File: config.mk
export PLATFORM = sky130hd
export DESIGN_NAME = lsp_core
export DESIGN_NICKNAME = d
export VERILOG_FILES = /design/src/rtl/lsp_pkg.sv /design/src/rtl/lsp_core.sv
export SDC_FILE = /design/constraint.sdc
export NUM_CORES = 1
export LEC_CHECK = 0
export BUFFER_PORTS_ARGS = -buffer_cell sky130_fd_sc_hd__buf_2
export CAP_MARGIN = 20
export CORE_UTILIZATION = 40
export DETAILED_ROUTE_END_ITERATION = 12
export PLACE_DENSITY = 0.6
export SYNTH_ARGS = -nofsm -noshare
export SYNTH_HDL_FRONTEND = slang
export SYNTH_SLANG_ARGS = --single-unit
File: constraint.sdc
create_clock -name clock -period 6.6 [get_ports clock]
set_input_delay 0.66 -clock clock [delete_from_list [all_inputs] [get_ports clock]]
set_output_delay 0.66 -clock clock [all_outputs]
set_load 0.1 [all_outputs]
File: src/rtl/lsp_pkg.sv
// Package with register map, field layout, reset values and timing tables of the load switch.
package lsp_pkg;

  // Register offsets.
  localparam logic [7:0] ADDR_SWITCH_CONTROL = 8'h01;
  localparam logic [7:0] ADDR_LIVE_STATUS    = 8'h02;
  localparam logic [7:0] ADDR_FAULT_FLAGS    = 8'h03;
  localparam logic [7:0] ADDR_TRIP_LEVEL     = 8'h05;
  localparam logic [7:0] ADDR_PROBE_CURRENT  = 8'h06;
  localparam logic [7:0] ADDR_PROBE_TIMING   = 8'h07;
  localparam logic [7:0] ADDR_MEASURED_LEVEL = 8'h08;
  localparam logic [7:0] ADDR_TARGET_LEVEL   = 8'h09;
  localparam logic [7:0] ADDR_EXTRA_TRIP     = 8'h0E;
  localparam logic [7:0] ADDR_RAMP_CONFIG    = 8'h0F;

  // Field positions.
  localparam int BIT_SWITCH_ON   = 7;
  localparam int BIT_PROBE_MODE  = 6;
  localparam int BIT_REVERSE_STS = 0;
  localparam int BIT_PROBE_DONE  = 1;
  localparam int BIT_BELOW_TGT   = 2;
  localparam int BIT_INPUT_OK    = 3;
  localparam int BIT_INPUT_TRIP  = 0;
  localparam int BIT_THERMAL     = 1;
  localparam int BIT_OVERCURRENT = 2;
  localparam int POS_FINE_TRIM   = 4;

  // Values after reset.
  localparam logic [7:0] RST_SWITCH_CONTROL = 8'h00;
  localparam logic [1:0] RST_TRIP_LEVEL_SEL = 2'h0;
  localparam logic [2:0] RST_FINE_TRIM      = 3'h3;
  localparam logic [3:0] RST_PROBE_CURRENT  = 4'h0;
  localparam logic [3:0] RST_PULSE_WIDTH    = 4'h0;
  localparam logic [3:0] RST_REPEAT_PERIOD  = 4'h0;
  localparam logic [7:0] RST_TARGET_LEVEL   = 8'h00;
  localparam logic [1:0] RST_EXTRA_TRIP_SEL = 2'h0;
  localparam logic [2:0] RST_RAMP_TIME_SEL  = 3'h4;

  // Special codes.
  localparam logic [3:0] PULSE_ALWAYS_ON = 4'hF;
  localparam logic [3:0] PERIOD_SINGLE   = 4'h0;

  // Time base: one microsecond in clock cycles at 250 MHz.
  localparam int CLOCK_PERIOD_PS = 4000;
  localparam int MICROSECOND_PS  = 1000000;
  localparam int US_CYCLES       = MICROSECOND_PS / CLOCK_PERIOD_PS;

  // Turn-on ramp times in microseconds, by ramp code.
  function automatic logic [31:0] ramp_us(input logic [2:0] code);
    unique case (code)
      3'h0: ramp_us = 32'd420;
      3'h1: ramp_us = 32'd440;
      3'h2: ramp_us = 32'd500;
      3'h3: ramp_us = 32'd650;
      3'h4: ramp_us = 32'd900;
      3'h5: ramp_us = 32'd1500;
      3'h6: ramp_us = 32'd2800;
      3'h7: ramp_us = 32'd5600;
    endcase
  endfunction

  // Probe pulse widths in microseconds; code F never expires.
  function automatic logic [31:0] pulse_us(input logic [3:0] code);
    unique case (code)
      4'h0: pulse_us = 32'd200;
      4'h1: pulse_us = 32'd400;
      4'h2: pulse_us = 32'd1000;
      4'h3: pulse_us = 32'd2000;
      4'h4: pulse_us = 32'd4000;
      4'h5: pulse_us = 32'd10000;
      4'h6: pulse_us = 32'd20000;
      4'h7: pulse_us = 32'd40000;
      4'h8: pulse_us = 32'd100000;
      4'h9: pulse_us = 32'd20000;
      4'hA: pulse_us = 32'd400000;
      4'hB: pulse_us = 32'd100000;
      4'hC: pulse_us = 32'd200000;
      4'hD: pulse_us = 32'd400000;
      4'hE: pulse_us = 32'd1000000;
      4'hF: pulse_us = 32'hFFFFFFFF;
    endcase
  endfunction

  // Repeat periods in microseconds; code 0 means a single pulse.
  function automatic logic [31:0] period_us(input logic [3:0] code);
    unique case (code)
      4'h0: period_us = 32'd0;
      4'h1: period_us = 32'd10000;
      4'h2: period_us = 32'd20000;
      4'h3: period_us = 32'd50000;
      4'h4: period_us = 32'd100000;
      4'h5: period_us = 32'd200000;
      4'h6: period_us = 32'd500000;
      4'h7: period_us = 32'd1000000;
      4'h8: period_us = 32'd2000000;
      4'h9: period_us = 32'd3000000;
      4'hA: period_us = 32'd6000000;
      4'hB: period_us = 32'd12000000;
      4'hC: period_us = 32'd30000000;
      4'hD: period_us = 32'd60000000;
      4'hE: period_us = 32'd120000000;
      4'hF: period_us = 32'd300000000;
    endcase
  endfunction

  // Analog comparator levels and pin states arriving from outside the clock domain.
  typedef struct packed {
    logic en_n;           // Active-low enable pin.
    logic above_lockout;  // Input rail above the low-input lockout level.
    logic above_trip;     // Input rail above the selected high-input trip level.
    logic temp_hot;       // Die above 140 C.
    logic temp_cool;      // Die below 115 C.
    logic overcurrent;    // Switch current above the short-circuit level.
    logic reverse_supply; // Reverse supply present on the output rail.
    logic ext_pin_low;    // External trip pin below 0.1 V.
  } lsp_pins_t;

  // Trip level selection handed to the analog comparator.
  typedef struct packed {
    logic       use_external;
    logic [1:0] trip_level_sel;
    logic [1:0] extra_trip_level_sel;
    logic [2:0] trip_fine_trim;
  } lsp_trip_t;

  typedef enum logic [1:0] {DET_IDLE, DET_ARMED, DET_PULSE, DET_WAIT} lsp_det_t;

endpackage

File: src/rtl/lsp_core.sv
// Control, protection, impedance probe and register file of the load switch.
//
// Notes on behaviour
// - With reverse supply, a thermal trip only flags and interrupts, switch stays.
// - Three-bit ramp field picks one of eight turn-on times, default 0.9 ms.
// - Enable low and input below lockout: switch held off.
// - Input above lockout, enable low, no fault: switch on, ignoring switch-on bit.
// - Enable pin high: switch off and block in low-power mode.
// - Input above trip level with enable low: switch off, input-trip flag set, interrupt raised.
// - Input back below trip level with no other fault: switch on again.
// - At power-up trip level comes from external pin, else internal default.
// - External trip pin below 0.1 V selects the internal default level.
// - Bits 1:0 of trip config pick 6.8, 11.5, 17 or 23 V.
// - Extra trip field codes 10 and 11 give 10 V and 14 V.
// - Bits 6:4 trim trip level in 200 mV steps, code 011 is zero.
// - Die above 140 C trips switch and flags; release below 115 C.
// - Overcurrent once fully on trips switch and flags; release when it clears.
// - Probing only with enable low and input below lockout; abort when above.
// - Result valid when pulse timer expires; probe-done set, interrupt raised.
// - Measured level stored in its register and compared with the target.
// - Measured level below target sets below-target status and interrupts.
// - Bits 3:0 of probe current register select the probe current.
// - Bits 7:4 of timing register pick pulse width; code 1111 always on.
// - Bits 3:0 of timing register pick repeat period; code 0000 single pulse.
// - Rising flag or status bit, except reverse supply, latches one interrupt event.
// - Fault flags clear only on host read or input below lockout.
`timescale 1ns/1ps
module lsp_core #(
  parameter int US_CYCLES = lsp_pkg::US_CYCLES
) (
  input  wire logic              clock,
  input  wire logic              reset,
  input  wire lsp_pkg::lsp_pins_t pin_in,
  input  wire logic [7:0]        adc_level,
  input  wire logic [7:0]        reg_addr,
  input  wire logic [7:0]        reg_wdata,
  input  wire logic              reg_write,
  input  wire logic              reg_read,
  output logic [7:0]             reg_rdata,
  output logic                   switch_on,
  output logic                   switch_full,
  output logic [2:0]             ramp_time_sel,
  output lsp_pkg::lsp_trip_t     trip_cfg,
  output logic [3:0]             probe_current_sel,
  output logic                   probe_active,
  output logic                   low_power,
  output logic                   irq
);

  // The 16-bit prescaler cannot serve a longer microsecond, and one cycle cannot tick.
  if (US_CYCLES < 2 || US_CYCLES > 65535) begin : g_bad_us_cycles
    $error("US_CYCLES out of range");
  end

  // Pin synchroniser; the first stage feeds the second only. It runs through reset so
  // that the trip source strap and the edge detectors see settled pins at release.
  lsp_pkg::lsp_pins_t pin_meta_ff;
  lsp_pkg::lsp_pins_t pin_ff;

  always_ff @(posedge clock) begin
    pin_meta_ff <= pin_in;
    pin_ff      <= pin_meta_ff;
  end

  // Microsecond tick shared by all timers.
  logic [15:0] tick_cnt_ff;
  logic        us_tick_ff;

  always_ff @(posedge clock) begin
    if (reset) begin
      tick_cnt_ff <= 16'h0000;
      us_tick_ff  <= 1'b0;
    end else if (tick_cnt_ff == 16'(US_CYCLES - 1)) begin
      tick_cnt_ff <= 16'h0000;
      us_tick_ff  <= 1'b1;
    end else begin
      tick_cnt_ff <= tick_cnt_ff + 16'h0001;
      us_tick_ff  <= 1'b0;
    end
  end

  // Register file.
  logic       switch_on_bit_ff;
  logic       probe_mode_on_ff;
  logic [1:0] trip_level_sel_ff;
  logic [2:0] trip_fine_trim_ff;
  logic [1:0] extra_trip_level_sel_ff;
  logic [3:0] probe_current_sel_ff;
  logic [3:0] probe_pulse_width_sel_ff;
  logic [3:0] repeat_period_sel_ff;
  logic [7:0] compare_target_ff;
  logic [2:0] ramp_time_sel_ff;
  logic       wr_ctrl;
  logic       wr_trip;
  logic       wr_extra;
  logic       wr_target;

  assign wr_ctrl   = reg_write && reg_addr == lsp_pkg::ADDR_SWITCH_CONTROL;
  assign wr_trip   = reg_write && reg_addr == lsp_pkg::ADDR_TRIP_LEVEL;
  assign wr_extra  = reg_write && reg_addr == lsp_pkg::ADDR_EXTRA_TRIP;
  assign wr_target = reg_write && reg_addr == lsp_pkg::ADDR_TARGET_LEVEL;

  always_ff @(posedge clock) begin
    if (reset) begin
      switch_on_bit_ff         <= lsp_pkg::RST_SWITCH_CONTROL[lsp_pkg::BIT_SWITCH_ON];
      probe_mode_on_ff         <= lsp_pkg::RST_SWITCH_CONTROL[lsp_pkg::BIT_PROBE_MODE];
      trip_level_sel_ff        <= lsp_pkg::RST_TRIP_LEVEL_SEL;
      trip_fine_trim_ff        <= lsp_pkg::RST_FINE_TRIM;
      extra_trip_level_sel_ff  <= lsp_pkg::RST_EXTRA_TRIP_SEL;
      probe_current_sel_ff     <= lsp_pkg::RST_PROBE_CURRENT;
      probe_pulse_width_sel_ff <= lsp_pkg::RST_PULSE_WIDTH;
      repeat_period_sel_ff     <= lsp_pkg::RST_REPEAT_PERIOD;
      compare_target_ff        <= lsp_pkg::RST_TARGET_LEVEL;
      ramp_time_sel_ff         <= lsp_pkg::RST_RAMP_TIME_SEL;
    end else if (reg_write) begin
      unique case (reg_addr)
        lsp_pkg::ADDR_SWITCH_CONTROL: begin
          switch_on_bit_ff <= reg_wdata[lsp_pkg::BIT_SWITCH_ON];
          probe_mode_on_ff <= reg_wdata[lsp_pkg::BIT_PROBE_MODE];
        end
        lsp_pkg::ADDR_TRIP_LEVEL: begin
          trip_level_sel_ff <= reg_wdata[1:0];
          trip_fine_trim_ff <= reg_wdata[lsp_pkg::POS_FINE_TRIM +: 3];
        end
        lsp_pkg::ADDR_PROBE_CURRENT: probe_current_sel_ff <= reg_wdata[3:0];
        lsp_pkg::ADDR_PROBE_TIMING: begin
          probe_pulse_width_sel_ff <= reg_wdata[7:4];
          repeat_period_sel_ff     <= reg_wdata[3:0];
        end
        lsp_pkg::ADDR_TARGET_LEVEL: compare_target_ff <= reg_wdata;
        lsp_pkg::ADDR_EXTRA_TRIP: extra_trip_level_sel_ff <= reg_wdata[1:0];
        lsp_pkg::ADDR_RAMP_CONFIG: ramp_time_sel_ff <= reg_wdata[2:0];
        default: ;
      endcase
    end
  end

  // Trip level source. The external pin is sampled one cycle after reset release,
  // so the synchroniser has settled; a later write to the trip level or extra trip register hands control to software.
  logic       strap_done_ff;
  lsp_pkg::lsp_trip_t trip_cfg_ff;

  always_ff @(posedge clock) begin
    if (reset) begin
      strap_done_ff <= 1'b0;
      trip_cfg_ff   <= '{use_external: 1'b0,
                         trip_level_sel: lsp_pkg::RST_TRIP_LEVEL_SEL,
                         extra_trip_level_sel: lsp_pkg::RST_EXTRA_TRIP_SEL,
                         trip_fine_trim: lsp_pkg::RST_FINE_TRIM};
    end else begin
      strap_done_ff <= 1'b1;
      if (!strap_done_ff) begin
        trip_cfg_ff.use_external <= !pin_ff.ext_pin_low;
      end else if (wr_trip || wr_extra) begin
        trip_cfg_ff.use_external <= 1'b0;
      end
      trip_cfg_ff.trip_level_sel       <= trip_level_sel_ff;
      trip_cfg_ff.extra_trip_level_sel <= extra_trip_level_sel_ff;
      trip_cfg_ff.trip_fine_trim       <= trip_fine_trim_ff;
    end
  end

  // Protection trips. Thermal has hysteresis between the hot and cool comparators.
  logic thermal_trip_ff;
  logic overcurrent_trip_ff;
  logic switch_on_ff;
  logic switch_full_ff;

  always_ff @(posedge clock) begin
    if (reset) begin
      thermal_trip_ff <= 1'b0;
    end else if (pin_ff.en_n || pin_ff.temp_cool) begin
      thermal_trip_ff <= 1'b0;
    end else if (pin_ff.temp_hot) begin
      thermal_trip_ff <= 1'b1;
    end
  end

  always_ff @(posedge clock) begin
    if (reset) begin
      overcurrent_trip_ff <= 1'b0;
    end else if (pin_ff.en_n || !pin_ff.overcurrent) begin
      overcurrent_trip_ff <= 1'b0;
    end else if (switch_full_ff) begin
      overcurrent_trip_ff <= 1'b1;
    end
  end

  // Main switch decision. Under reverse supply the thermal trip no longer opens the
  // switch, because opening it would force the current through the body diode.
  logic nxt_switch_on;

  always_comb begin
    nxt_switch_on = !pin_ff.en_n
                    && pin_ff.above_lockout
                    && !pin_ff.above_trip
                    && !overcurrent_trip_ff
                    && !(thermal_trip_ff && !pin_ff.reverse_supply);
  end

  // Ramp timer: the switch counts as fully on once the selected ramp time elapses.
  logic [31:0] ramp_cnt_ff;

  always_ff @(posedge clock) begin
    if (reset) begin
      switch_on_ff   <= 1'b0;
      switch_full_ff <= 1'b0;
      ramp_cnt_ff    <= 32'h00000000;
    end else begin
      switch_on_ff <= nxt_switch_on;
      if (!nxt_switch_on) begin
        switch_full_ff <= 1'b0;
        ramp_cnt_ff    <= 32'h00000000;
      end else if (us_tick_ff && !switch_full_ff) begin
        if (ramp_cnt_ff + 32'h00000001 >= lsp_pkg::ramp_us(ramp_time_sel_ff)) begin
          switch_full_ff <= 1'b1;
        end
        ramp_cnt_ff <= ramp_cnt_ff + 32'h00000001;
      end
    end
  end

  // Impedance probe sequencer.
  lsp_pkg::lsp_det_t det_state_ff;
  logic [31:0]       det_cnt_ff;
  logic              probe_allowed;
  logic              pulse_start;
  logic              pulse_expire;
  logic [7:0]        measured_ff;
  logic              probe_done_ff;
  logic              below_target_ff;

  assign probe_allowed = !pin_ff.en_n && !pin_ff.above_lockout
                         && probe_mode_on_ff && switch_on_bit_ff;
  assign pulse_expire  = det_state_ff == lsp_pkg::DET_PULSE && probe_allowed
                         && probe_pulse_width_sel_ff != lsp_pkg::PULSE_ALWAYS_ON
                         && us_tick_ff
                         && det_cnt_ff + 32'h00000001
                            >= lsp_pkg::pulse_us(probe_pulse_width_sel_ff);
  assign pulse_start   = probe_allowed
                         && ((det_state_ff == lsp_pkg::DET_ARMED && wr_target)
                          || (det_state_ff == lsp_pkg::DET_WAIT && us_tick_ff
                              && det_cnt_ff + 32'h00000001
                                 >= lsp_pkg::period_us(repeat_period_sel_ff)));

  always_ff @(posedge clock) begin
    if (reset) begin
      det_state_ff <= lsp_pkg::DET_IDLE;
      det_cnt_ff   <= 32'h00000000;
    end else if (!probe_allowed) begin
      det_state_ff <= lsp_pkg::DET_IDLE;
      det_cnt_ff   <= 32'h00000000;
    end else begin
      unique case (det_state_ff)
        lsp_pkg::DET_IDLE: det_state_ff <= lsp_pkg::DET_ARMED;
        lsp_pkg::DET_ARMED, lsp_pkg::DET_WAIT: begin
          if (pulse_start) begin
            det_state_ff <= lsp_pkg::DET_PULSE;
            det_cnt_ff   <= 32'h00000000;
          end else if (us_tick_ff) begin
            det_cnt_ff <= det_cnt_ff + 32'h00000001;
          end
        end
        lsp_pkg::DET_PULSE: begin
          if (pulse_expire) begin
            det_cnt_ff <= 32'h00000000;
            if (repeat_period_sel_ff == lsp_pkg::PERIOD_SINGLE) begin
              det_state_ff <= lsp_pkg::DET_ARMED;
            end else begin
              det_state_ff <= lsp_pkg::DET_WAIT;
            end
          end else if (us_tick_ff) begin
            det_cnt_ff <= det_cnt_ff + 32'h00000001;
          end
        end
      endcase
    end
  end

  // Result capture happens only when the pulse timer expires.
  always_ff @(posedge clock) begin
    if (reset) begin
      measured_ff     <= 8'h00;
      probe_done_ff   <= 1'b0;
      below_target_ff <= 1'b0;
    end else if (pulse_expire) begin
      measured_ff     <= adc_level;
      probe_done_ff   <= 1'b1;
      below_target_ff <= adc_level < compare_target_ff;
    end else if (pulse_start) begin
      probe_done_ff   <= 1'b0;
      below_target_ff <= 1'b0;
    end
  end

  // Fault flags. A setting condition in the cycle of a clearing read wins.
  logic [2:0] flags_ff;
  logic [2:0] flag_set;
  logic       rd_flags;
  logic       rd_status;

  assign rd_flags  = reg_read && reg_addr == lsp_pkg::ADDR_FAULT_FLAGS;
  assign rd_status = reg_read && reg_addr == lsp_pkg::ADDR_LIVE_STATUS;

  always_comb begin
    flag_set                          = 3'h0;
    flag_set[lsp_pkg::BIT_INPUT_TRIP] = !pin_ff.en_n && pin_ff.above_trip;
    flag_set[lsp_pkg::BIT_THERMAL]    = thermal_trip_ff;
    flag_set[lsp_pkg::BIT_OVERCURRENT] = overcurrent_trip_ff;
  end

  always_ff @(posedge clock) begin
    if (reset) begin
      flags_ff <= 3'h0;
    end else if (rd_flags || !pin_ff.above_lockout) begin
      flags_ff <= flag_set;
    end else begin
      flags_ff <= flags_ff | flag_set;
    end
  end

  // Live status; the reverse-supply bit is reported but raises no event.
  logic [7:0] status;

  always_comb begin
    status                           = 8'h00;
    status[lsp_pkg::BIT_REVERSE_STS] = pin_ff.reverse_supply;
    status[lsp_pkg::BIT_PROBE_DONE]  = probe_done_ff;
    status[lsp_pkg::BIT_BELOW_TGT]   = below_target_ff;
    status[lsp_pkg::BIT_INPUT_OK]    = pin_ff.above_lockout;
  end

  // Interrupt events: one per rising edge, held until read, pulse start or disable.
  logic [2:0] flag_prev_ff;
  logic [2:0] status_prev_ff;
  logic [2:0] flag_evt_ff;
  logic [2:0] status_evt_ff;
  logic [2:0] status_src;
  logic       irq_ff;

  assign status_src = status[lsp_pkg::BIT_INPUT_OK:lsp_pkg::BIT_PROBE_DONE];

  always_ff @(posedge clock) begin
    if (reset) begin
      // Starting from the live status keeps a present input from posing as an event.
      flag_prev_ff   <= 3'h0;
      status_prev_ff <= status_src;
      flag_evt_ff    <= 3'h0;
      status_evt_ff  <= 3'h0;
    end else begin
      flag_prev_ff   <= flags_ff;
      status_prev_ff <= status_src;
      if (rd_flags || pulse_start || pin_ff.en_n) begin
        flag_evt_ff <= flags_ff & ~flag_prev_ff;
      end else begin
        flag_evt_ff <= flag_evt_ff | (flags_ff & ~flag_prev_ff);
      end
      if (rd_status || pulse_start || pin_ff.en_n) begin
        status_evt_ff <= status_src & ~status_prev_ff;
      end else begin
        status_evt_ff <= status_evt_ff | (status_src & ~status_prev_ff);
      end
    end
  end

  always_ff @(posedge clock) begin
    if (reset) begin
      irq_ff <= 1'b0;
    end else begin
      irq_ff <= |{flag_evt_ff, status_evt_ff};
    end
  end

  // Register read port; unmapped offsets read as zero.
  logic [7:0] reg_rdata_ff;
  logic [7:0] nxt_rdata;

  always_comb begin
    nxt_rdata = 8'h00;
    unique case (reg_addr)
      lsp_pkg::ADDR_SWITCH_CONTROL: begin
        nxt_rdata[lsp_pkg::BIT_SWITCH_ON]  = switch_on_bit_ff;
        nxt_rdata[lsp_pkg::BIT_PROBE_MODE] = probe_mode_on_ff;
      end
      lsp_pkg::ADDR_LIVE_STATUS:    nxt_rdata = status;
      lsp_pkg::ADDR_FAULT_FLAGS:    nxt_rdata = {5'h00, flags_ff};
      lsp_pkg::ADDR_TRIP_LEVEL:     nxt_rdata = {1'b0, trip_fine_trim_ff, 2'h0, trip_level_sel_ff};
      lsp_pkg::ADDR_PROBE_CURRENT:  nxt_rdata = {4'h0, probe_current_sel_ff};
      lsp_pkg::ADDR_PROBE_TIMING:   nxt_rdata = {probe_pulse_width_sel_ff, repeat_period_sel_ff};
      lsp_pkg::ADDR_MEASURED_LEVEL: nxt_rdata = measured_ff;
      lsp_pkg::ADDR_TARGET_LEVEL:   nxt_rdata = compare_target_ff;
      lsp_pkg::ADDR_EXTRA_TRIP:     nxt_rdata = {6'h00, extra_trip_level_sel_ff};
      lsp_pkg::ADDR_RAMP_CONFIG:    nxt_rdata = {5'h00, ramp_time_sel_ff};
      default: ;
    endcase
  end

  always_ff @(posedge clock) begin
    if (reset) begin
      reg_rdata_ff <= 8'h00;
    end else if (reg_read) begin
      reg_rdata_ff <= nxt_rdata;
    end
  end

  // Output stage.
  logic       probe_active_ff;
  logic [3:0] probe_current_out_ff;
  logic       low_power_ff;
  logic [2:0] ramp_out_ff;

  always_ff @(posedge clock) begin
    if (reset) begin
      probe_active_ff      <= 1'b0;
      probe_current_out_ff <= 4'h0;
      low_power_ff         <= 1'b0;
      ramp_out_ff          <= lsp_pkg::RST_RAMP_TIME_SEL;
    end else begin
      probe_active_ff      <= det_state_ff == lsp_pkg::DET_PULSE && probe_allowed;
      probe_current_out_ff <= probe_current_sel_ff;
      low_power_ff         <= pin_ff.en_n;
      ramp_out_ff          <= ramp_time_sel_ff;
    end
  end

  assign reg_rdata         = reg_rdata_ff;
  assign switch_on         = switch_on_ff;
  assign switch_full       = switch_full_ff;
  assign ramp_time_sel     = ramp_out_ff;
  assign trip_cfg          = trip_cfg_ff;
  assign probe_current_sel = probe_current_out_ff;
  assign probe_active      = probe_active_ff;
  assign low_power         = low_power_ff;
  assign irq               = irq_ff;

endmodule // lsp_core

Yosys cells after proc, flatten, opt, wreduce, memory -nomap -nowiden
Memory sizes are Yosys's and may differ from the RTL's. A register that Yosys moved wholly into a read port is not among the register bits. Cells that the tools add are included.

$add $sub $neg: 3. $mul: 0. Divide/modulo/power cells: 0. Order comparisons: 4. Equality and inequality tests: 18. Shift-type cells: 0. Muxes and demuxes: 29. Bitwise gates (word level): 9. Reduce and logical (&&, ||, !) cells: 61.

Operators by type and width (number): $mux 32 (6); $ge 32x32->1 (3); $add 32x1->32 const B (2); $pmux 32 s2 (1); $pmux 6 s9 (1); $eq 8x4->1 const B (4); $eq 8x3->1 const B (3); $logic_and 1x1->1 (23); $reduce_and 2->1 (9); $add 16x1->16 const B (1); $eq 16x8->1 const B (1); $eq 8x2->1 const B (2); $mux 4 (4); $mux 3 (5); $reduce_or 2->1 (6); $pmux 2 s5 (1); $logic_not 1->1 (9); $logic_or 1x1->1 (9); $or 3x3->3 (3); $eq 8x1->1 const B (1); $lt 8x8->1 (1); $mux 1 (7); $and 3x3->3 (2); $mux 2 (3); other kinds (12) (17).

Bits in registers: 187. Latch bits: 0. RAM bits: 0. ROM bits: 984. Word-level logic and storage cells: 181. Memories kept: 3.

Memories: (no name shown) (words 16, bits a word 32, read ports 1, clocked after Yosys merged registers in 1, wr ports 0, RTL line lsp_pkg.sv:64) `unique case (code)`; (no name shown) (words 16, bits a word 24, read ports 1, clocked after Yosys merged registers in 1, wr ports 0, RTL line lsp_pkg.sv:86) `unique case (code)`; (no name shown) (words 8, bits a word 11, read ports 1, clocked after Yosys merged registers in 1, wr ports 0, RTL line lsp_pkg.sv:50) `unique case (code)`.

Logic depth before layout (Yosys ltp)
Gate-level depths: netlist of run 1.

Depth after elaboration: 10. Mapped depth: 19.

Worst setup path after synthesis of run 1
No wires, ideal clock.

Path kind: register -> register. Start: reg det_cnt_ff[0]. End: reg det_cnt_ff[21]. Arrival: 4045 ps. Path slack: 2485 ps. Stages on the path, launching flop included: 19. Buffers on the path: 0. Cell sequence: dfxtp_1 > ha_1 > and2_1 > and3_1 > nor2b_1 > nand2_1 > nor2_1 > nand3_1 > nor2_1 > xor2_1 > ha_1 > o21ai_0 > o22ai_1 > nor4_1 > nor3_1 > a21oi_1 > a221oi_2 > or4_1 > a21oi_1.

Word-level cells in the longest chain between the ends: 7. Elaborated cells on any way between the ends: 11. Classes of those cells: add/sub: 1; order compare: 2; mux: 4; reduce/logical: 4.

Ends and longest elaborated chain: from (decl) (RTL line lsp_core.sv:225) `logic [31:0] det_cnt_ff;`; from (signal assigned) (RTL line lsp_core.sv:261) `det_cnt_ff <= det_cnt_ff + 32'h00000001;`; from (signal assigned) (RTL line lsp_core.sv:273) `det_cnt_ff <= det_cnt_ff + 32'h00000001;`; $add 32x1->32 (*); $ge 32x32->1 (RTL line lsp_core.sv:244) `>= lsp_pkg::period_us(repeat_period_sel_ff)));`; $logic_and 1x1->1 (RTL line lsp_core.sv:243) `&& det_cnt_ff + 32'h00000001`; $logic_or 1x1->1 (RTL line lsp_core.sv:242) `|| (det_state_ff == lsp_pkg::DET_WAIT && us_tick_ff`; $logic_and 1x1->1 (RTL line lsp_core.sv:241) `&& ((det_state_ff == lsp_pkg::DET_ARMED && wr_target)`; $mux 32 (RTL line lsp_core.sv:257) `if (pulse_start) begin`; $pmux 32 s2 (*) (RTL line lsp_core.sv:254) `unique case (det_state_ff)`.

Mark *: on every way between the ends. The rest lies on a longest branch, timed or not. A chain may end at the register's enable or synchronous reset.

Final worst setup path of run 1
Start: reg det_cnt_ff[0]. End: reg det_cnt_ff[27].

The elaborated chain is that of the path after synthesis.

==> reports/qor.yml, run 1 <==
place:
  placed_area_mm2: 0.01257
  io_buffer_count: 63
  gp_congestion: 0.8283
  dp_hpwl_um: 20700
timing:
  finalCritPeriodShare: 0.7747
  slew_viol_final: 0
  grt_setup_unrepaired: "false"
  skew_ns: 0.01767
  tns_ns: 0
  fmax_ghz: 0.1956
  slew_headroom: 0.3574
  setup_viol: 0
  hold_violations: 0
  worstMarginPinSlew_ns: 0.9629
  fin_crit_ns: 5.113
global_route:
  track_usage: 0.1836
  grt_pass1_vias: 9067
  grt_max_degree: 52
  grt_pass1_wl_um: 46100
  antenna_found_initial: 2
  grt_overflow: 0
synthesis:
  yosysWarningCount: 0
  synth_top_area_share: 0.4007
  synth_most_common_cell: "dfxtp_1"
  syn_area_mm2: 0.01199
  synth_common_cells: "240 x dfxtp_1, 142 x nor2_1, 136 x nand2_1"
  ys_types: 66
  syn-instance-count: 1400
  synth_edf_count: 0
  synth_area_per_cell_um2: 8.564
  synth_area_leaders: "dfxtp_1 40%, ha_1 10%, nor2_1 4.4%"
  yosysSeqAreaShare: 0.4007
  syn_nets: 1534
  synth_largest_area_cell: "dfxtp_1"
  ys.flop_type: "dfxtp_1"
  ys_ff_latch: 240
  synth-async-reset-ratio: 0
power:
  leakage_uw: 0.005667
  power.density_mw_per_mm2: 231.7
  vdd_drop_max_uv: 232.8
die:
  initial_core_util: 0.4056
  die_y_um: 175.1
  fp.dieW_um: 175.1
  placeableCoreArea_mm2: 0.02956
  dieArea_mm2: 0.03067
  io-pin-count: 64
  rows: 63
worst_setup_path:
  crit_path_end: "det_cnt_ff[27]$_SDFFE_PP0N_"
  path_class: "flip-flop to flip-flop"
  worstSetupEndpointType: "flip-flop"
  cp-start-kind: "flip-flop"
  cp_data_arrival_time_ns: 5.57
  cp_slowest_cell: "nor2_2"
  crit_chain: "ha_1 -> and2_1 -> and3_1 -> nor2b_1 -> nand2_1 -> nor2_1 -> nand3_1 -> nor2_1 -> xor2_1 -> ha_1 -> o21ai_0 -> o22ai_1 -> nor4_1 -> nor3_1 -> a21oi_2 -> buf_4 -> a221oi_2 -> buf_4 -> nor2_2 -> a221o_1"
  r2r-end: "det_cnt_ff[27]$_SDFFE_PP0N_"
  worstPathRequired_ns: 7.06
  critPathLaunch: "det_cnt_ff[0]$_SDFFE_PP0N_"
  r2r_slack_ns: 1.49
  slowest_delay_ns: 0.74
  worstRegToRegCells: 20
  cp_max_fo: 22
  r2r-start: "det_cnt_ff[0]$_SDFFE_PP0N_"
cts:
  clk_pin_slew_ns: 0.06
  numCtsBuffers: 26
  cts_resized: 0
  cts.path.max_buffers: 3
  clock_latency_ns: 0.53
  cts_num_sinks: 240
  cts_tree: "done"
  htreeDepth: 1
  root_buffer: "clkbuf_16"
  hold_buffers: 0
  cts_setup_buffers: 0
cells_and_area:
  nets: 1570
  area_growth_pct: 13.03
  fin_area_mm2: 0.01355
  fillers: 2910
  drive_gt1_frac: 0.1017
drt:
  wl_per_cell_um: 15.41
  vias: 9727
  dr.first_iter.drc_count: 684
  drc_errors: 0
  routed_wl_um: 28450
  drtAntennaViolNets: 0
  viasPerCell: 5.266
  first_pass_iters: 7
flow_run:
  cap_violations: 0
min_path:
  hp-class: "primary input to flip-flop"
  hp-start: "pin_in[0]"
run_status:
  outcome: "complete, no violations"
## worst min-delay path by stage
| stage | endpoint | slack, ns | cells past startpoint |
|---|---|---|---|
| finish | pin_meta_ff[0]$_DFF_P_ | 0.23 | 1 |
| global route | pin_meta_ff[0]$_DFF_P_ | 0.21 | 1 |
| CTS | pin_meta_ff[0]$_DFF_P_ | 0.22 | 1 |
| detailed placement | pin_ff[6]$_DFF_P_ | 0.31 | 0 |
| global placement | pin_ff[7]$_DFF_P_ | 0.31 | 0 |
| floorplan | pin_ff[0]$_DFF_P_ | 0.31 | 0 |
## stage by stage
stage	hold WS [ns]	std cells	utilization	setup slack (ns)	total power, uW
5_1_grt	0.2094	1845	0.4583	0.9127	3245
3_5_place_dp	0.3128	1797	0.4254	1.536	1573
2_1_floorplan	0.3096	1400	-	2.485	1543
4_1_cts	0.2165	1844	0.4578	1.483	3180
3_3_place_gp	0.3115	1797	0.4254	1.631	1572
6_report	0.2319	1847	0.4585	1.487	3141
## area by class of cell
class,instances,area [um2],share of cell area
well taps,390,488.0,0.03600
clock inverters,14,211.5,0.01560
multi-input cells,995,6523,0.4813
diodes,2,5.005,0.0003693
inverters,100,375.4,0.02770
flip-flops and latches,240,4805,0.3545
repair buffers,73,397.9,0.02936
clock buffers,33,748.2,0.05521
## metal layers
layer	up-vias	track usage	wire (um)	share of wire
met5	-	0	0	0
met4	0	0.04710	524	0.018
met3	41	0.02742	1281	0.045
met2	187	0.2965	12580	0.44
met1	4531	0.2548	14070	0.49
li1	4968	-	-	-
## layout by cell type, fill, tap and decap left out, drive strengths merged, types with 32 or more instances in the layout
cell,netlist,final
nand2,136,136
xnor2,39,39
nor2,142,142
and3,32,32
o21ai,45,45
nand3,61,61
buf,17,73
a21oi,88,88
ha,98,98
nor3,33,33
xor2,45,45
dfxtp,240,240
clkbuf,48,33
inv,100,100
## critical path, delay by kind of cell, from the launching register on
family | cells | cell delay [ns]
AND/OR/NAND/NOR | 10 | 2.50
AO/OA/AOI/OAI | 5 | 0.77
adder cells (fa/ha/maj) | 2 | 0.56
buffers and inverters | 2 | 0.50
flip-flops | 1 | 0.42
XOR/XNOR | 1 | 0.28
## kinds of logic after synthesis
kind of cell,share of synthesized area
and+or+nand+nor,0.2083
AOI/OAI and AO/OA,0.1433
DFF,0.4007
buffers and inverters,0.05583
adders and majority gates,0.1023
xor gates and xnor gates,0.06136
muxes,0.02828
## power breakdown
| part | switching (uW) | internal (uW) |
|---|---|---|
| combinational | 53.1 | 21.3 |
| sequential | 6.77 | 1460 |
| clock | 602 | 997 |
Note: power is estimated with default switching activity, not from simulation.
==> run 2, diff against run 1 <==
--- a/config.mk
+++ b/config.mk
@@ -5,11 +5,12 @@
 export SDC_FILE = /design/constraint.sdc
 export NUM_CORES = 1
 export LEC_CHECK = 0
+export ABC_AREA = 1
 export BUFFER_PORTS_ARGS = -buffer_cell sky130_fd_sc_hd__buf_2
 export CAP_MARGIN = 20
 export CORE_UTILIZATION = 40
 export DETAILED_ROUTE_END_ITERATION = 12
-export PLACE_DENSITY = 0.6
+export PLACE_DENSITY = 0.62
 export SYNTH_ARGS = -nofsm -noshare
 export SYNTH_HDL_FRONTEND = slang
 export SYNTH_SLANG_ARGS = --single-unit
==> constraint.sdc (replaced) <==
create_clock -name clock -period 4.52 [get_ports clock]
set_input_delay 0.452 -clock clock [delete_from_list [all_inputs] [get_ports clock]]
set_output_delay 0.452 -clock clock [all_outputs]
set_load 0.1 [all_outputs]
==> reports/qor.yml, run 2 <==
power:
  power.density_mw_per_mm2: 312.4
  combPwrFrac: 0.026
  vdd_drop_max_uv: 263.0
  switching_share: 0.2161
  p_sw_uw: 992.6
  leakage_uw: 0.006214
  p_total_uw: 4593
  power_frac_clock: 0.508
  seqPwrFrac: 0.466
  p_int_uw: 3600
worst_setup_path:
  worstPathRequired_ns: 4.98
  cp_data_arrival_time_ns: 4.53
  cp-start-kind: "flip-flop"
  cp_max_fo: 31
  worstSetupEndpointType: "flip-flop"
  path_class: "flip-flop to flip-flop"
timing:
  setup_ws_ns: 0.4551
  fin_crit_ns: 4.065
  finalCritPeriodShare: 0.8993
  hold_violations: 0
  skew_ns: 0.009904
  slew_headroom: 0.4210
  worstMarginPinSlew_ns: 0.8664
  tns_ns: 0
  grt_setup_unrepaired: "false"
  slew_viol_final: 0
  setup_viol: 0
  fmax_ghz: 0.2460
place:
  dp.cells: 2250
  gp_congestion: 0.9236
  pre_cts_slack_ns: 0.5101
  placed_area_mm2: 0.01368
  dp_hpwl_um: 24590
  io_buffer_count: 63
synthesis:
  syn_nets: 1958
  synth_area_per_cell_um2: 7.120
  ys_ff_latch: 240
  synth_area_leaders: "dfxtp_1 37%, nand2_1 9.7%, ha_1 9.4%"
  synth_most_common_cell: "nand2_1"
  yosysSeqAreaShare: 0.3700
  synth_largest_area_cell: "dfxtp_1"
  syn-instance-count: 1824
  synth_top_area_share: 0.3700
  syn_area_mm2: 0.01299
  yosysWarningCount: 0
  ys_types: 53
  synth_edf_count: 0
  synth_common_cells: "337 x nand2_1, 296 x inv_1, 240 x dfxtp_1"
  synth-async-reset-ratio: 0
  ys.flop_type: "dfxtp_1"
cts:
  root_buffer: "clkbuf_16"
  cts_resized: 0
  numCtsBuffers: 27
  htreeDepth: 1
  cts_tree: "done"
  clk_pin_slew_ns: 0.06
  clock_latency_ns: 0.55
  cts.path.max_buffers: 3
  cts_num_sinks: 240
drt:
  routed_wl_um: 33430
  drc_errors: 0
  dr.first_iter.drc_count: 785
  vias: 11760
  drtAntennaViolNets: 0
  wl_per_cell_um: 14.49
  first_pass_iters: 5
  viasPerCell: 5.098
cells_and_area:
  fillers: 3233
  nets: 2019
  fin_cells: 2307
  area_growth_pct: 13.21
  fin_area_mm2: 0.01470
  diodes: 0
  final_common_cell: "nand2_1"
  final_cell_mix: "336 x nand2_1, 296 x inv_1, 240 x dfxtp_1, 194 x nor2_1, 160 x a21oi_1"
  drive_gt1_frac: 0.09344
global_route:
  grt_max_degree: 54
  grt_overflow: 0
  antenna_found_initial: 0
  grt_pass1_wl_um: 55020
  grt_pass1_vias: 11010
  track_usage: 0.2019
die:
  die_y_um: 182.2
  io-pin-count: 64
  dieArea_mm2: 0.03319
  initial_core_util: 0.4094
  rows: 65
  fp.dieW_um: 182.2
  placeableCoreArea_mm2: 0.03172
run_status:
  outcome: "complete, no violations"
min_path:
  hp-class: "primary input to flip-flop"
flow_run:
  cap_violations: 0
run 2: cell count changes in the layout (fill, tap and decap cells not counted), moves of 29 or more:
| cell | previous run | this run |
|---|---|---|
| inv_1 | 99 | 296 |
| nand2_1 | 136 | 336 |
| nor2_1 | 141 | 194 |
| and3_1 | 32 | 3 |
| o21ai_0 | 45 | 115 |
| a21oi_1 | 87 | 160 |
| xnor2_1 | 39 | 9 |
run 2: kinds of logic (layout without fill, tap and decap cells):
| kind of cell | count (synthesis) | after routing | share of synthesized area |
|---|---|---|---|
| buffers and inverters | 359 | 440 | 0.1066 |
| flip-flops | 240 | 240 | 0.3700 |
| multiplexers | 1 | 1 | 0.0007708 |
| adder cells (fa/ha/maj) | 98 | 98 | 0.09442 |
| AND/OR/NAND/NOR | 745 | 745 | 0.2558 |
| AO/OA/AOI/OAI | 342 | 342 | 0.1462 |
| XOR/XNOR | 39 | 39 | 0.02630 |
run 2: through the flow:
stage / hold WS (ns) / util
after detailed placement: 0.3121 / 0.4313
after global placement: 0.3114 / 0.4313
final: 0.1662 / 0.4635
after CTS: 0.0002337 / 0.4622
after floorplan: 0.3096 / -
after global routing: 0.1758 / 0.4635
run 2: area by class of cell:
class / instances / area (um2) / share of cell area
multi-input cells: 1225 / 6808 / 0.4631
flip-flops and latches: 240 / 4805 / 0.3268
inverters: 307 / 1152 / 0.07838
clock buffers: 35 / 735.7 / 0.05004
well taps: 402 / 503.0 / 0.03421
repair buffers: 84 / 493.0 / 0.03353
clock inverters: 14 / 205.2 / 0.01396
run 2: worst paths after layout:
kind / cells after the start / start / to / slack (ns)
max: 21 / det_cnt_ff[0]$_SDFFE_PP0N_ / det_cnt_ff[5]$_SDFFE_PP0N_ / 0.46
min: 3 / reg_wdata[5] / trip_fine_trim_ff[1]$_SDFFE_PP1P_ / 0.17
max reg2reg: 21 / det_cnt_ff[0]$_SDFFE_PP0N_ / det_cnt_ff[5]$_SDFFE_PP0N_ / 0.46
min reg2reg: 0 / pin_meta_ff[5]$_DFF_P_ / pin_ff[5]$_DFF_P_ / 0.33
run 2: repair_timing:
item / in CTS / in global routing
hold buffers: 4 / 4
setup buffers: 0 / 0
endpoints found under the hold margin: 4 / 4
run 2: worst max-delay path, cell delays in order (launching register included):
cell	delay (ns)
dfxtp_1	0.40
ha_1	0.20
nand2_1	0.08
inv_2	0.12
nand3_2	0.16
nor2_1	0.20
nand2_1	0.14
nor4_2	0.22
nand3_1	0.18
o21ai_0	0.27
nand2_1	0.14
ha_1	0.28
nand2_1	0.06
nor2_1	0.04
nand2_1	0.06
o211ai_1	0.08
a21oi_1	0.13
nand3_1	0.11
nand2_2	0.29
buf_4	0.46
nand4_1	0.17
a21oi_1	0.17
run 2: routing by layer:
layer / vias to the layer above / wire [um] / track usage
li1: 6045 / - / -
met1: 5319 / 16070 / 0.2791
met2: 340 / 14610 / 0.3252
met3: 56 / 1999 / 0.02934
met4: 0 / 749 / 0.05882
met5: - / 0 / 0
run 2: power groups by stage:
stage          clock, uW  sequential [uW]  combinational (uW)
3_3_place_gp           0             2190                 113
5_1_grt             2480             2140                 133
4_1_cts             2370             2140                 118
3_5_place_dp           0             2190                 114
2_1_floorplan          0             2200                51.9
6_report            2330             2140                 120
==> run 3, diff against run 2 <==
--- a/config.mk
+++ b/config.mk
@@ -6,11 +6,11 @@
 export NUM_CORES = 1
 export LEC_CHECK = 0
 export ABC_AREA = 1
-export BUFFER_PORTS_ARGS = -buffer_cell sky130_fd_sc_hd__buf_2
 export CAP_MARGIN = 20
 export CORE_UTILIZATION = 40
 export DETAILED_ROUTE_END_ITERATION = 12
-export PLACE_DENSITY = 0.62
+export DONT_BUFFER_PORTS = 1
+export PLACE_DENSITY = 0.6
 export SYNTH_ARGS = -nofsm -noshare
 export SYNTH_HDL_FRONTEND = slang
 export SYNTH_SLANG_ARGS = --single-unit
==> reports/qor.yml, run 3 (synthesis results as in run 2) <==
cells_and_area:
  multi_input_area_mm2: 0.006808
  final_common_cell: "nand2_1"
  final_cell_mix: "336 x nand2_1, 296 x inv_1, 240 x dfxtp_1, 194 x nor2_1, 160 x a21oi_1"
  fillers: 3287
  fin_area_mm2: 0.01445
  diodes: 0
  drive_gt1_frac: 0.06396
  regArea_mm2: 0.004805
  area_growth_pct: 11.27
  nets: 1958
timing:
  finalCritPeriodShare: 0.8999
  tns_ns: 0
  fmax_ghz: 0.2458
  slew_viol_final: 0
  hold_violations: 0
  setup_ws_ns: 0.4522
  skew_ns: 0.02863
  setup_viol: 0
  worstMarginPinSlew_ns: 1.158
  hold_slack_ns: 0.04274
  slew_headroom: 0.2270
  grt_setup_unrepaired: "false"
  fin_crit_ns: 4.068
drt:
  viasPerCell: 5.138
  dr.first_iter.drc_count: 838
  vias: 11550
  first_pass_iters: 6
  drc_errors: 0
  routed_wl_um: 33410
  drtAntennaViolNets: 0
  wl_per_cell_um: 14.87
global_route:
  grt_pass1_vias: 11010
  grt_max_degree: 53
  grt_pass1_wl_um: 55670
  track_usage: 0.2044
  grt_overflow: 0
  antenna_found_initial: 0
worst_setup_path:
  worstSetupEndpointType: "flip-flop"
  cp_data_arrival_time_ns: 4.55
  cpMostUsedCell: "nand2_1"
  crit_family: "simple AND/OR/NAND/NOR gates"
  worstPathRequired_ns: 5.00
  cp_max_fo: 32
  crit_chain: "ha_1 -> nand2_1 -> inv_2 -> nand3_2 -> nor2_1 -> nand2_1 -> nor4_2 -> nand3_1 -> o21ai_0 -> nand2_1 -> ha_1 -> nand2_1 -> nor2_1 -> nand2_1 -> o211ai_1 -> a21oi_1 -> nand3_1 -> nand2_2 -> buf_4 -> nand4_1 -> a21oi_1"
  cp-start-kind: "flip-flop"
  cp_slowest_cell: "buf_4"
  slowest_delay_ns: 0.47
  path_class: "flip-flop to flip-flop"
  path_buf_inv: 2
cts:
  htreeDepth: 1
  cts_tree: "done"
  clk_pin_slew_ns: 0.06
  cts_num_sinks: 240
  numCtsBuffers: 27
  root_buffer: "clkbuf_16"
  clock_latency_ns: 0.57
  cts.path.max_buffers: 3
place:
  io_buffer_count: 0
  placed_area_mm2: 0.01337
  pre_cts_slack_ns: 0.5233
  gp_congestion: 0.9017
  dp_hpwl_um: 24270
die:
  fp.dieW_um: 182.2
  rows: 65
  dieArea_mm2: 0.03319
  io-pin-count: 64
  die_y_um: 182.2
  initial_core_util: 0.4094
  placeableCoreArea_mm2: 0.03172
power:
  vdd_drop_max_uv: 288.5
  power.density_mw_per_mm2: 318.7
  leakage_uw: 0.005962
  p_total_uw: 4605
run_status:
  outcome: "complete, no violations"
flow_run:
  cap_violations: 0
min_path:
  hp-class: "primary input to flip-flop"
-- run 3: routing by layer --
metal / wire, um / GRT usage
met5: 0 / 0
met2: 15170 / 0.3421
met1: 15500 / 0.2692
met3: 2030 / 0.03732
met4: 708 / 0.05479
-- run 3: what timing repair did --
item | 4_1_cts | 5_1_grt
endpoints found under the hold margin | 42 | 0
hold buffers | 10 | 0
setup buffers | 0 | 0
resized for setup | 0 | 0
-- run 3: area by class of cell --
type	instances	share of cell area
clock buffer	42	0.05827
clock inverter	8	0.009178
inverter	307	0.07975
multi-input combinational	1225	0.4711
sequential	240	0.3325
tap	402	0.03481
timing repair buffer	23	0.01437
-- run 3: stage by stage --
stage | cells | util
after global placement | 2187 | 0.4214
final | 2247 | 0.4556
after CTS | 2247 | 0.4556
after floorplan | 1824 | -
after detailed placement | 2187 | 0.4214
after global routing | 2247 | 0.4556
-- run 3: report_power, final --
part	switching (uW)	internal, uW	total [uW]	leakage [uW]
registers	25.4	2130	2160	0.00194
clock network	921	1450	2370	0.000481
logic	47.5	26.3	73.8	0.00354
-- run 3: worst reg2reg max path: cells and delay by family, from the launching register on --
family          cells  cell delay, ns
flops               1            0.41
buf+inv             2            0.58
compound gates      4            0.63
fa+ha+maj           2            0.48
simple gates       13            1.87
-- run 3: path summary, 6_finish.rpt --
path	start	end	slack (ns)	depth (start not counted)
setup / recovery	det_cnt_ff[1]$_SDFFE_PP0N_	det_cnt_ff[18]$_SDFFE_PP0N_	0.45	21
hold / removal	reg_read	reg_rdata[0]$_SDFFE_PP0P_	0.04	2
setup reg to reg	det_cnt_ff[1]$_SDFFE_PP0N_	det_cnt_ff[18]$_SDFFE_PP0N_	0.45	21
hold reg to reg	pin_meta_ff[0]$_DFF_P_	pin_ff[0]$_DFF_P_	0.33	0
